==> config.mk <==
export PLATFORM = sky130hd
export DESIGN_NAME = wrp_core
export DESIGN_NICKNAME = d
export VERILOG_FILES = /design/src/wrp_pkg.sv /design/src/wrp_addr_expand.sv /design/src/wrp_core.sv
export SDC_FILE = /design/constraint.sdc
export NUM_CORES = 1
export LEC_CHECK = 0
export BUFFER_PORTS_ARGS = -buffer_cell sky130_fd_sc_hd__clkbuf_2
export CORE_UTILIZATION = 40
export CTS_CLUSTER_DIAMETER = 40
export DETAILED_ROUTE_END_ITERATION = 8
export GPL_ROUTABILITY_DRIVEN = 0
export PLACE_DENSITY = 0.72
export SLEW_MARGIN = 20
export SYNTH_ARGS = -nofsm -noshare
export SYNTH_HDL_FRONTEND = slang
export SYNTH_SLANG_ARGS = --single-unit
==> constraint.sdc <==
create_clock -name clk_sys -period 1.36 [get_ports clk_sys]
set_clock_uncertainty 0.15 [all_clocks]
set_input_delay 0.068 -clock clk_sys [delete_from_list [all_inputs] [get_ports clk_sys]]
set_output_delay 0.068 -clock clk_sys [all_outputs]
set_load 0.02 [all_outputs]
==> src/wrp_pkg.sv <==
// constants shared by the working-register pointer block
package wrp_pkg;
    localparam logic [7:0] WRP_FIRST_PTR_ADDR  = 8'hD6; // first slice pointer location
    localparam logic [7:0] WRP_SECOND_PTR_ADDR = 8'hD7; // second slice pointer location
    localparam logic [7:0] WRP_FIRST_PTR_RST   = 8'hC0; // reset: slice C0-C7
    localparam logic [7:0] WRP_SECOND_PTR_RST  = 8'hC8; // reset: slice C8-CF
    localparam logic [7:0] WRP_PAIR_STEP       = 8'h08; // second pointer offset on combined set
    localparam logic [3:0] WRP_WORK_NIBBLE     = 4'hC;  // 8-bit operand escape to working regs
    localparam logic [1:0] WRP_SET2_TOP        = 2'h3;  // addr[7:6] of the C0-FF range

    // pointer update commands from the decoder
    typedef enum logic [3:0] {
        WRP_CMD_NONE   = 4'b0001, // no pointer instruction
        WRP_CMD_BOTH   = 4'b0010, // combined set: first=imm, second=imm+8
        WRP_CMD_FIRST  = 4'b0100, // set first pointer only
        WRP_CMD_SECOND = 4'b1000  // set second pointer only
    } wrp_cmd_type;
endpackage

==> src/wrp_addr_expand.sv <==
// expands a working-register operand to a full register-file address
`timescale 1ns/1ps
`default_nettype none
module wrp_addr_expand
    import wrp_pkg::*;
(
    input  wire logic [7:0] first_ptr,   // first slice pointer value
    input  wire logic [7:0] second_ptr,  // second slice pointer value
    input  wire logic [3:0] operand,     // 4-bit working operand
    output logic      [7:0] full_addr    // resolved register address
);
    // pointer choice by operand bit 3, low pointer bits dropped
    always_comb begin
        if (operand[3]) begin
            full_addr = {second_ptr[7:3], operand[2:0]};
        end else begin
            full_addr = {first_ptr[7:3], operand[2:0]};
        end
    end
endmodule
`default_nettype wire

==> src/wrp_core.sv <==
// working-register slice pointers and operand address formation
//
// Behaviour
// - pointers live at D6H and D7H
// - reset selects C0-C7 and C8-CF
// - pointers load by set, load or clear
// - combined set: second gets operand plus eight
// - single set touches only its pointer
// - working operands reach only selected slices
// - working accesses never land in set 2
// - direct addressing reaches all but set 2
// - pair: even address holds high byte
// - common block reachable on any page
// - operand bit 3 picks the pointer
// - address is pointer[7:3] with operand[2:0]
// - low bits pick one of eight registers
// - operand nibble 1100B means working register
`timescale 1ns/1ps
`default_nettype none
module wrp_core
    import wrp_pkg::*;
(
    input  wire logic        clk_sys,        // cpu clock
    input  wire logic        rst_b,          // synchronous reset, active low
    input  wire logic        clk_en,         // freezes all state when low
    input  wire logic        instr_end,      // last cycle of current instruction
    input  wire wrp_cmd_type ptr_cmd,        // pointer set instruction kind
    input  wire logic [7:0]  ptr_imm,        // immediate for pointer set
    input  wire logic        reg_wr,         // register write (load/clear)
    input  wire logic [7:0]  reg_wr_addr,    // physical address written
    input  wire logic [7:0]  reg_wr_data,    // data written
    input  wire logic [7:0]  reg_rd_addr,    // physical address read
    output logic      [7:0]  reg_rd_data,    // pointer read data
    output logic             reg_rd_hit,     // read address is a pointer
    input  wire logic        op_is_work,     // operand is a 4-bit working operand
    input  wire logic [7:0]  op_addr,        // 4-bit in low nibble, or 8-bit address
    input  wire logic        op_pair,        // operand names a 16-bit pair
    input  wire logic        op_set1,        // 8-bit C0-FF operand aims at set 1
    output logic      [7:0]  eff_addr,       // resolved register-file address
    output logic      [7:0]  eff_addr_lo,    // low byte address of a pair
    output logic             eff_working,    // resolved through a pointer
    output logic             eff_set2_block, // access would hit set 2
    output logic      [7:0]  first_slice_pointer,  // live first pointer
    output logic      [7:0]  second_slice_pointer  // live second pointer
);
    logic [7:0] first_r;       // committed first pointer
    logic [7:0] first_nxt;
    logic [7:0] second_r;      // committed second pointer
    logic [7:0] second_nxt;
    logic [7:0] first_pend_r;  // value written during current instruction
    logic [7:0] first_pend_nxt;
    logic [7:0] second_pend_r;
    logic [7:0] second_pend_nxt;
    logic [3:0] work_nib;      // nibble fed to the expander
    logic [7:0] work_addr;     // expanded working address
    logic       is_work;       // operand resolves through a pointer
    logic [1:0] wr_sel;        // write address hits a pointer
    logic [1:0] rd_sel;        // read address hits a pointer

    // one-hot pointer hit: bit 0 first, bit 1 second; shared by the
    // write and read decoders so the two maps cannot drift apart
    function automatic logic [1:0] ptr_hit(input logic [7:0] a);
        logic [1:0] h;
        h = 2'h0;
        if (a == WRP_FIRST_PTR_ADDR) begin
            h = 2'h1;
        end else if (a == WRP_SECOND_PTR_ADDR) begin
            h = 2'h2;
        end
        return h;
    endfunction

    // pending copies absorb writes; committed copies change only at
    // instruction end so address formation never shifts mid-instruction
    always_comb begin
        first_pend_nxt  = first_pend_r;
        second_pend_nxt = second_pend_r;
        wr_sel          = ptr_hit(reg_wr_addr);
        case (ptr_cmd)
            WRP_CMD_BOTH: begin
                first_pend_nxt  = ptr_imm;
                second_pend_nxt = ptr_imm + WRP_PAIR_STEP;
            end
            WRP_CMD_FIRST: begin
                first_pend_nxt = ptr_imm;
            end
            WRP_CMD_SECOND: begin
                second_pend_nxt = ptr_imm;
            end
            default: begin
                // ordinary load or clear into a pointer location
                if (reg_wr && wr_sel[0]) begin
                    first_pend_nxt = reg_wr_data;
                end else if (reg_wr && wr_sel[1]) begin
                    second_pend_nxt = reg_wr_data;
                end
            end
        endcase
        // commit at instruction boundary
        first_nxt  = instr_end ? first_pend_nxt : first_r;
        second_nxt = instr_end ? second_pend_nxt : second_r;
    end

    // register all pointer state
    always_ff @(posedge clk_sys) begin
        if (!rst_b) begin
            first_r       <= WRP_FIRST_PTR_RST;
            second_r      <= WRP_SECOND_PTR_RST;
            first_pend_r  <= WRP_FIRST_PTR_RST;
            second_pend_r <= WRP_SECOND_PTR_RST;
        end else if (clk_en) begin
            first_r       <= first_nxt;
            second_r      <= second_nxt;
            first_pend_r  <= first_pend_nxt;
            second_pend_r <= second_pend_nxt;
        end
    end

    // read back as stored, low bits included
    always_comb begin
        rd_sel      = ptr_hit(reg_rd_addr);
        reg_rd_hit  = 1'b0;
        reg_rd_data = 8'h00;
        if (rd_sel[0]) begin
            reg_rd_hit  = 1'b1;
            reg_rd_data = first_pend_r;
        end else if (rd_sel[1]) begin
            reg_rd_hit  = 1'b1;
            reg_rd_data = second_pend_r;
        end
    end

    // escape nibble turns an 8-bit operand into a working one
    always_comb begin
        is_work  = op_is_work || (op_addr[7:4] == WRP_WORK_NIBBLE);
        work_nib = op_addr[3:0];
    end

    wrp_addr_expand u_expand (
        .first_ptr  (first_r),
        .second_ptr (second_r),
        .operand    (work_nib),
        .full_addr  (work_addr)
    );

    // final address and set 2 guard
    always_comb begin
        // working addresses in C0-FF are set 1 whatever the page: the
        // pointer cannot reach set 2, so the common block stays shared
        if (is_work) begin
            eff_addr       = work_addr;
            eff_working    = 1'b1;
            eff_set2_block = 1'b0;
        end else begin
            eff_addr       = op_addr;
            eff_working    = 1'b0;
            // direct C0-FF goes to set 1 only; a set 2 target is refused
            eff_set2_block = (op_addr[7:6] == WRP_SET2_TOP) && !op_set1;
        end
        // pair: even address is the high byte, next odd the low byte
        eff_addr_lo = op_pair ? {eff_addr[7:1], 1'b1} : eff_addr;
        if (op_pair) begin
            eff_addr = {eff_addr[7:1], 1'b0};
        end
    end

    assign first_slice_pointer  = first_r;
    assign second_slice_pointer = second_r;

    // working operand address tracks committed pointer
    a_work_addr_form: assert property (@(posedge clk_sys) disable iff (!rst_b)
        (op_is_work && !op_addr[3]) |-> eff_addr[7:3] == first_r[7:3] || op_pair)
        else $error("working address not from first pointer");
    // rst_b sits in the antecedents: a mid-run reset moves the pointers
    // with no instruction, and the edge that applies it must not count
    a_ptr_commit: assert property (@(posedge clk_sys) disable iff (!rst_b)
        (rst_b && clk_en && !instr_end) |=> $stable(first_r) && $stable(second_r))
        else $error("pointer changed mid instruction");
    a_pair_step: assert property (@(posedge clk_sys) disable iff (!rst_b)
        (rst_b && clk_en && instr_end && ptr_cmd == WRP_CMD_BOTH)
        |=> second_r == ($past(ptr_imm) + WRP_PAIR_STEP) && first_r == $past(ptr_imm))
        else $error("combined set wrong");
    // a second-only set keeps the first pointer's pending copy
    a_single_keep: assert property (@(posedge clk_sys) disable iff (!rst_b)
        (rst_b && clk_en && ptr_cmd == WRP_CMD_SECOND)
        |=> first_pend_r == $past(first_pend_r))
        else $error("second set altered first pointer");
    a_nibble_escape: assert property (@(posedge clk_sys) disable iff (!rst_b)
        (op_addr[7:4] == WRP_WORK_NIBBLE) |-> eff_working)
        else $error("escape nibble not working");
    a_no_set2: assert property (@(posedge clk_sys) disable iff (!rst_b)
        eff_working |-> !eff_set2_block)
        else $error("working access blocked as set 2");
    a_pair_order: assert property (@(posedge clk_sys) disable iff (!rst_b)
        op_pair |-> (!eff_addr[0] && eff_addr_lo == eff_addr + 8'h01))
        else $error("pair order wrong");
    a_reset_vals: assert property (@(posedge clk_sys)
        !rst_b |=> first_r == WRP_FIRST_PTR_RST && second_r == WRP_SECOND_PTR_RST)
        else $error("reset pointer values wrong");
    // bit 3 set operands take their slice from the second pointer
    a_work_second: assert property (@(posedge clk_sys) disable iff (!rst_b)
        (op_is_work && op_addr[3]) |-> eff_addr[7:3] == second_r[7:3])
        else $error("working address not from second pointer");
    a_slot_pick: assert property (@(posedge clk_sys) disable iff (!rst_b)
        (eff_working && !op_pair) |-> eff_addr[2:0] == op_addr[2:0])
        else $error("working slot bits not from operand");
    // first-only set must leave the second pending copy alone
    a_first_keep: assert property (@(posedge clk_sys) disable iff (!rst_b)
        (rst_b && clk_en && ptr_cmd == WRP_CMD_FIRST)
        |=> second_pend_r == $past(second_pend_r))
        else $error("first set altered second pointer");
    // a low enable holds live and pending pointers alike
    a_clk_freeze: assert property (@(posedge clk_sys) disable iff (!rst_b)
        (rst_b && !clk_en) |=> $stable(first_r) && $stable(second_r)
            && $stable(first_pend_r) && $stable(second_pend_r))
        else $error("pointer moved while frozen");
    // read port and direct path
    a_read_back: assert property (@(posedge clk_sys) disable iff (!rst_b)
        (reg_rd_addr == WRP_SECOND_PTR_ADDR) |-> reg_rd_hit && reg_rd_data == second_pend_r)
        else $error("second pointer read back wrong");
    a_direct_pass: assert property (@(posedge clk_sys) disable iff (!rst_b)
        (!eff_working && !op_pair) |-> eff_addr == op_addr)
        else $error("direct address altered");
endmodule
`default_nettype wire

==> results of run 1 <==
## where the power goes
part / total, mW / switching (mW) / internal, mW
clock: 0.761 / 0.358 / 0.403
sequential: 1.06 / 0.0561 / 1.00
combinational: 0.691 / 0.387 / 0.305
## cell type report
cell class / instances / area, um^2
Multi-Input combinational cell: 190 / 1330
Fill cell: 468 / 2180
Sequential cell: 32 / 652
Clock buffer: 6 / 82.6
Tap cell: 70 / 87.6
Clock inverter: 2 / 10.0
Timing Repair Buffer: 127 / 783
Inverter: 21 / 78.8
## worst max-delay path by stage
stage	start	to	slack [ns]	cells past startpoint
floorplan	op_addr[4]	eff_addr_lo[6]	-0.06	5
global placement	ptr_cmd[2]	first_slice_pointer[7]	-0.13	5
detailed placement	ptr_cmd[2]	first_pend_r[7]	-0.16	5
CTS	second_pend_r[5]	reg_rd_data[5]	0.0003	4
global route	first_slice_pointer[4]	eff_addr[4]	-0.009	3
finish	second_pend_r[1]	reg_rd_data[1]	0.05	4
## cell usage in the layout (no fill, tap or decap), drive strengths merged, types with 2 or more instances in the layout
cell type	Yosys	final
nand2	2	2
dfxtp	32	32
clkinv	0	2
xor2	3	3
a32oi	13	13
inv	21	21
a22o	3	3
nor2	17	17
nand3	2	2
nor3b	5	5
nor4	8	8
xnor2	2	2
dlygate4sd3	0	3
o31a	8	8
a22oi	3	3
o22ai	2	2
mux2i	12	12
clkbuf	21	85
buf	12	45
o21ai	41	41
nand4b	3	3
nor4b	3	3
and2	2	2
nor2b	2	2
a41oi	5	5
a31oi	31	31
or2	2	2
and4	8	8
and4b	3	3
a21oi	5	5
## what timing repair did
item	CTS	global route
pin swaps	1	2
hold endpoints to repair	5	0
hold buffers	3	0
setup endpoints to repair	5	18
resized for setup	4	27
buffers inserted	0	1
## metrics by stage
step	hold WS [ns]	power [mW]
2_1_floorplan	0.0641	1.45
3_5_place_dp	-0.0138	1.72
5_1_grt	0.0221	2.65
6_report	0.0107	2.51
3_3_place_gp	-0.0138	1.71
4_1_cts	0.00241	2.49
## layer usage
layer  up-vias  part of all wire  GRT usage
met3         7             0.072     0.0527
met5         -                 0          0
met4         0             0.010     0.0769
met1      1144              0.47      0.322
met2       100              0.45      0.359
li1       1263                 -          -
## Yosys cell counts (5+ instances only)
library cell	number
inv_1	21
buf_4	10
a32oi_1	13
a31oi_1	31
mux2i_1	12
nor4_1	8
a21oi_1	5
a41oi_1	5
dfxtp_1	32
nor2_1	17
nor3b_1	5
o31a_1	8
clkbuf_1	21
and4_1	8
o21ai_0	39
## kinds of logic (layout without fill, tap and decap cells)
kind of cell / after synthesis / after routing / synth area share
multiplexers: 12 / 12 / 0.0547
AO/OA/AOI/OAI: 114 / 114 / 0.339
flip-flops: 32 / 32 / 0.292
XOR/XNOR: 5 / 5 / 0.0199
adder cells (fa/ha/maj): 1 / 1 / 0.00570
buffers and inverters: 54 / 156 / 0.111
AND/OR/NAND/NOR: 58 / 58 / 0.178
## registers in the layout (all words and copies together) (netlist names)
signal / count
first_slice_pointer: 8
second_pend_r: 8
second_slice_pointer: 8
first_pend_r: 8
## worst max-delay path: stages (launching register included)
cell and delay (ns):
dfxtp_2 0.34, buf_4 0.14, mux2i_1 0.12, nor2_1 0.05
buf_2 0.15
==> summary.md, run 1 <==
| Metric | Value |
|---|---|
| Ys async rst share | 0 |
| Core ar. | 0.00520 mm^2 |
| Max clock buf depth | 2 |
| Register bit total from synthesis | 32 |
| Power Dens Cells | 830 mW/mm^2 |
| Max IR drop VDD | 0.372 mV |
| EDFF count, synth | 0 |
| DR WL/cell | 14.4 um |
| # rows | 26 |
| Primary FF master, synth | dfxtp_1 |
| Setup WS pre-CTS | -0.159 ns |
| Final setup violation count | 0 |
| Final Hold Fails | 0 |
| Max-slew violations | 0 |
| Synth area leader | dfxtp_1 |
| Maxcap violations | 0 |
| Port Buffers | 88 |
| Antenna cells | 0 |
| Die area | 0.00579 mm^2 |
| Layout area overhead | 37.8% |
| Initial antenna violation count | 0 |
| GR Overflow Total | 0 |
| Io pins | 95 |
| Gate Count Post-Synth | 276 |
| Final wirelength | 6470 um |
| Nets | 430 |
| Layout cell share with drive strength beyond 1 | 0.402 |
| First-pass GRT wire length | 11100 um |
| Period Utilization, post-route | 0.963 |
| CTS Buf Count | 5 |
| Initial core utilization | 0.422 |
| Util after Layout | 0.581 |
| HPWL Detailed | 4900 um |
| Initial drt markers | 179 |
| Number of remaining DRC errors | 0 |
| Worst-Margin Slew | 0.615 ns |
| Cell area after placement | 0.00286 mm^2 |
| Initial DRT Pass Iterations | 5 |
| YS warnings | 0 |
| Mapped Area | 0.00220 mm^2 |
| Vias | 2514 |
| Total Neg Setup Slack | 0 ns |
| Placed cells | 437 |
| Clock transition at path regs | 0.07 ns |
| Die height | 76.1 um |
| CP Class | flop to output port |
| Worst EP required | 1.14 ns |
| Sequential area share after synthesis | 0.292 |
| Fmax | 764 MHz |
| Post-synth top area share | 0.292 |
| Worst setup margin | 0.0508 ns |
| Reg2Reg Depth | 6 |
| Distinct cell type count after synthesis | 36 |
| Clk_lat worst skew | 0.29 ns |
| Rel. slew slack | 0.589 |
| Total track usage | 0.234 |
| Hold_sp | ptr_imm[2] |
| Fin cells | 448 |
| Crit path DAT | 1.09 ns |
| Area contributors post-synth | dfxtp_1, o21ai_0, a31oi_1 |
| Mean Syn Cell Area | 7.96 um^2 |
| CTS root buf | clkbuf_8 |
| R2r startpoint | second_pend_r[5] |
| Worst r2r dst | second_slice_pointer[5] |
| Vias per inst | 5.61 |
| Min cycle time layout | 1.31 ns |
| Syn_nets | 329 |
| Detail Route Antenna Nets | 0 |
| Largest fanout on the critical path | 3 |
| Status | finished, final reports clean |
| H-Tree Depth | 2 |
| Vias in the first global route | 2352 |
| Die W | 76.1 um |
| Pin count of the biggest net entering global routing | 33 |
| Static Leak | 1.36 nW |
| Reg2reg setup slack | 0.11 ns |
| Worst min path class | input pin to flop |
| Hold Path End | second_slice_pointer[2] |
| Setup crit end kind | output port |
| CTS sink count | 32 |
| Final Cell Area | 0.00303 mm^2 |
| Hold depth | 3 |
| CP startpoint kind | flop |
| CTS tree | done |
(Power assumes the default switching activity.)
==> run 2: changes to the inputs <==
--- a/config.mk
+++ b/config.mk
@@ -6,6 +6,7 @@
 export NUM_CORES = 1
 export LEC_CHECK = 0
 export BUFFER_PORTS_ARGS = -buffer_cell sky130_fd_sc_hd__clkbuf_2
+export CORE_ASPECT_RATIO = 1.1
 export CORE_UTILIZATION = 40
 export CTS_CLUSTER_DIAMETER = 40
 export DETAILED_ROUTE_END_ITERATION = 8
==> summary.md, run 2 (synthesis gave the netlist of run 1 again) <==
| Metric | Value |
|---|---|
| Worst setup margin | 0.0522 ns |
| Failing checks | negative hold slack |
| Io pins | 95 |
| Most frequent cells in the layout | clkbuf_2, buf_4, o21ai_0 |
| CP peak stage delay | 0.37 ns |
| Power Dens Cells | 785 mW/mm^2 |
| Cell area after placement | 0.00287 mm^2 |
| Combinational power share | 0.290 |
| Die W | 72.6 um |
| WP buf/inv | 1 |
| # rows | 27 |
| DR WL/cell | 14.2 um |
| Static Leak | 1.36 nW |
| Fmax | 765 MHz |
| Initial DRT Pass Iterations | 4 |
| Total Neg Setup Slack | 0 ns |
| Die area | 0.00579 mm^2 |
| Clk_lat worst skew | 0.28 ns |
| Seq pwr share | 0.444 |
| Total track usage | 0.228 |
| Worst-Margin Slew | 0.440 ns |
| CTS sink count | 32 |
| Detail Route Antenna Nets | 0 |
| Final Hold Fails | 1 |
| Nets | 434 |
| First-pass GRT wire length | 10400 um |
| Worst min path class | input pin to flop |
| Final setup violation count | 0 |
| CP startpoint kind | flop |
| Setup crit end kind | output port |
| Worst hold slack | -0.00156 ns |
| Die height | 79.7 um |
| Vias in the first global route | 2264 |
| Number of remaining DRC errors | 0 |
| Hold_sp | ptr_imm[0] |
| Vias per inst | 5.57 |
| GR Overflow Total | 0 |
| Final wirelength | 6420 um |
| Clock transition at path regs | 0.06 ns |
| Initial drt markers | 160 |
| Critical path cell sequence | mux2i_1 -> o22ai_1 -> buf_4 |
| Max-slew violations | 0 |
| Vias | 2511 |
| HPWL Detailed | 5010 um |
| Reg2reg setup slack | 0.11 ns |
| Crit path launch | first_slice_pointer[5] |
| Rel. slew slack | 0.707 |
| Net Sw Frac | 0.315 |
| CTS Buf Count | 5 |
| Most common cell after layout, fill and taps aside | clkbuf_2 |
| Layout fillers | 497 |
| Antenna cells | 0 |
| Final Cell Area | 0.00304 mm^2 |
| Crit-path slowest cell | dfxtp_1 |
| Worst EP required | 1.14 ns |
| Initial antenna violation count | 0 |
| Initial core utilization | 0.428 |
| Setup WS pre-CTS | -0.301 ns |
| Switching Power | 0.750 mW |
| Layout cell share with drive strength beyond 1 | 0.391 |
| Core ar. | 0.00513 mm^2 |
| R2r startpoint | second_pend_r[7] |
| Period Utilization, post-route | 0.962 |
| Crit path DAT | 1.09 ns |
| Pint | 1.63 mW |
| Clk pwr share | 0.267 |
| Max clock buf depth | 2 |
| Largest fanout on the critical path | 3 |
| CTS tree | done |
| Min cycle time layout | 1.31 ns |
| Area of the multi-input gates | 0.00135 mm^2 |
| CTS root buf | clkbuf_8 |
| Crit-path leading delay family | flip-flops |
| CP Class | flop to output port |
| Port Buffers | 88 |
| Max IR drop VDD | 0.342 mV |
| H-Tree Depth | 2 |
| Pin count of the biggest net entering global routing | 26 |
| Layout area overhead | 38.3% |
| Maxcap violations | 0 |
| Seq. cell area | 647 um^2 |
| Unrepaired setup endpoints after global routing | yes |
| Fin cells | 451 |
| Placed cells | 442 |
| Status | finished with violations |
[run 2: cell count changes in the layout (fill, tap and decap cells not counted), sizes merged]
| cell | previous run | this run |
|---|---|---|
| buf | 45 | 48 |
| clkinv | 2 | 0 |
| clkbuf | 85 | 84 |
| dlygate4sd3 | 3 | 4 |
[run 2: final cells by class]
cell class / instances / area share
tap: 72 / 0.0297
timing repair buffer: 131 / 0.266
multi-input combinational: 190 / 0.443
sequential: 32 / 0.213
clock buffer: 5 / 0.0227
inverter: 21 / 0.0259
[run 2: routing by layer]
metal	wire [um]	global-route usage	up-vias
li1	-	-	1265
met1	2830	0.298	1122
met2	3060	0.388	111
met3	433	0.0354	13
met4	100	0.0588	0
met5	0	0	-
[run 2: worst reg2reg max path, stage by stage, from the launching register on]
cell	delay [ns]
dfxtp_1	0.40
inv_1	0.06
a31oi_1	0.12
o21ai_0	0.10
buf_4	0.15
a32oi_1	0.18
[run 2: repair_timing]
action,4_1_cts,5_1_grt
pin swaps,0,3
resized for setup,5,23
hold buffers,4,0
buffers inserted,0,0
gates cloned,0,0
setup endpoints to repair,6,21
endpoints found under the hold margin,7,0
[run 2: per-stage QoR]
step                       util  power [mW]
final                     0.592        2.38
after global routing      0.592        2.51
after CTS                 0.583        2.37
after detailed placement  0.558        1.72
after global placement    0.558        1.71
after floorplan               -        1.45
[run 2: path summary, 6_finish.rpt]
path / to / cells past startpoint
min reg2reg: first_pend_r[7] / 2
min: second_slice_pointer[0] / 3
max: eff_addr[5] / 3
max reg2reg: second_pend_r[7] / 5
[run 2: power by group through the flow]
stage / sequential (mW) / combinational (mW) / clock, mW
5_1_grt: 1.06 / 0.754 / 0.693
3_3_place_gp: 1.07 / 0.637 / 0
4_1_cts: 1.05 / 0.676 / 0.640
2_1_floorplan: 1.09 / 0.356 / 0
6_report: 1.06 / 0.691 / 0.636
3_5_place_dp: 1.07 / 0.649 / 0
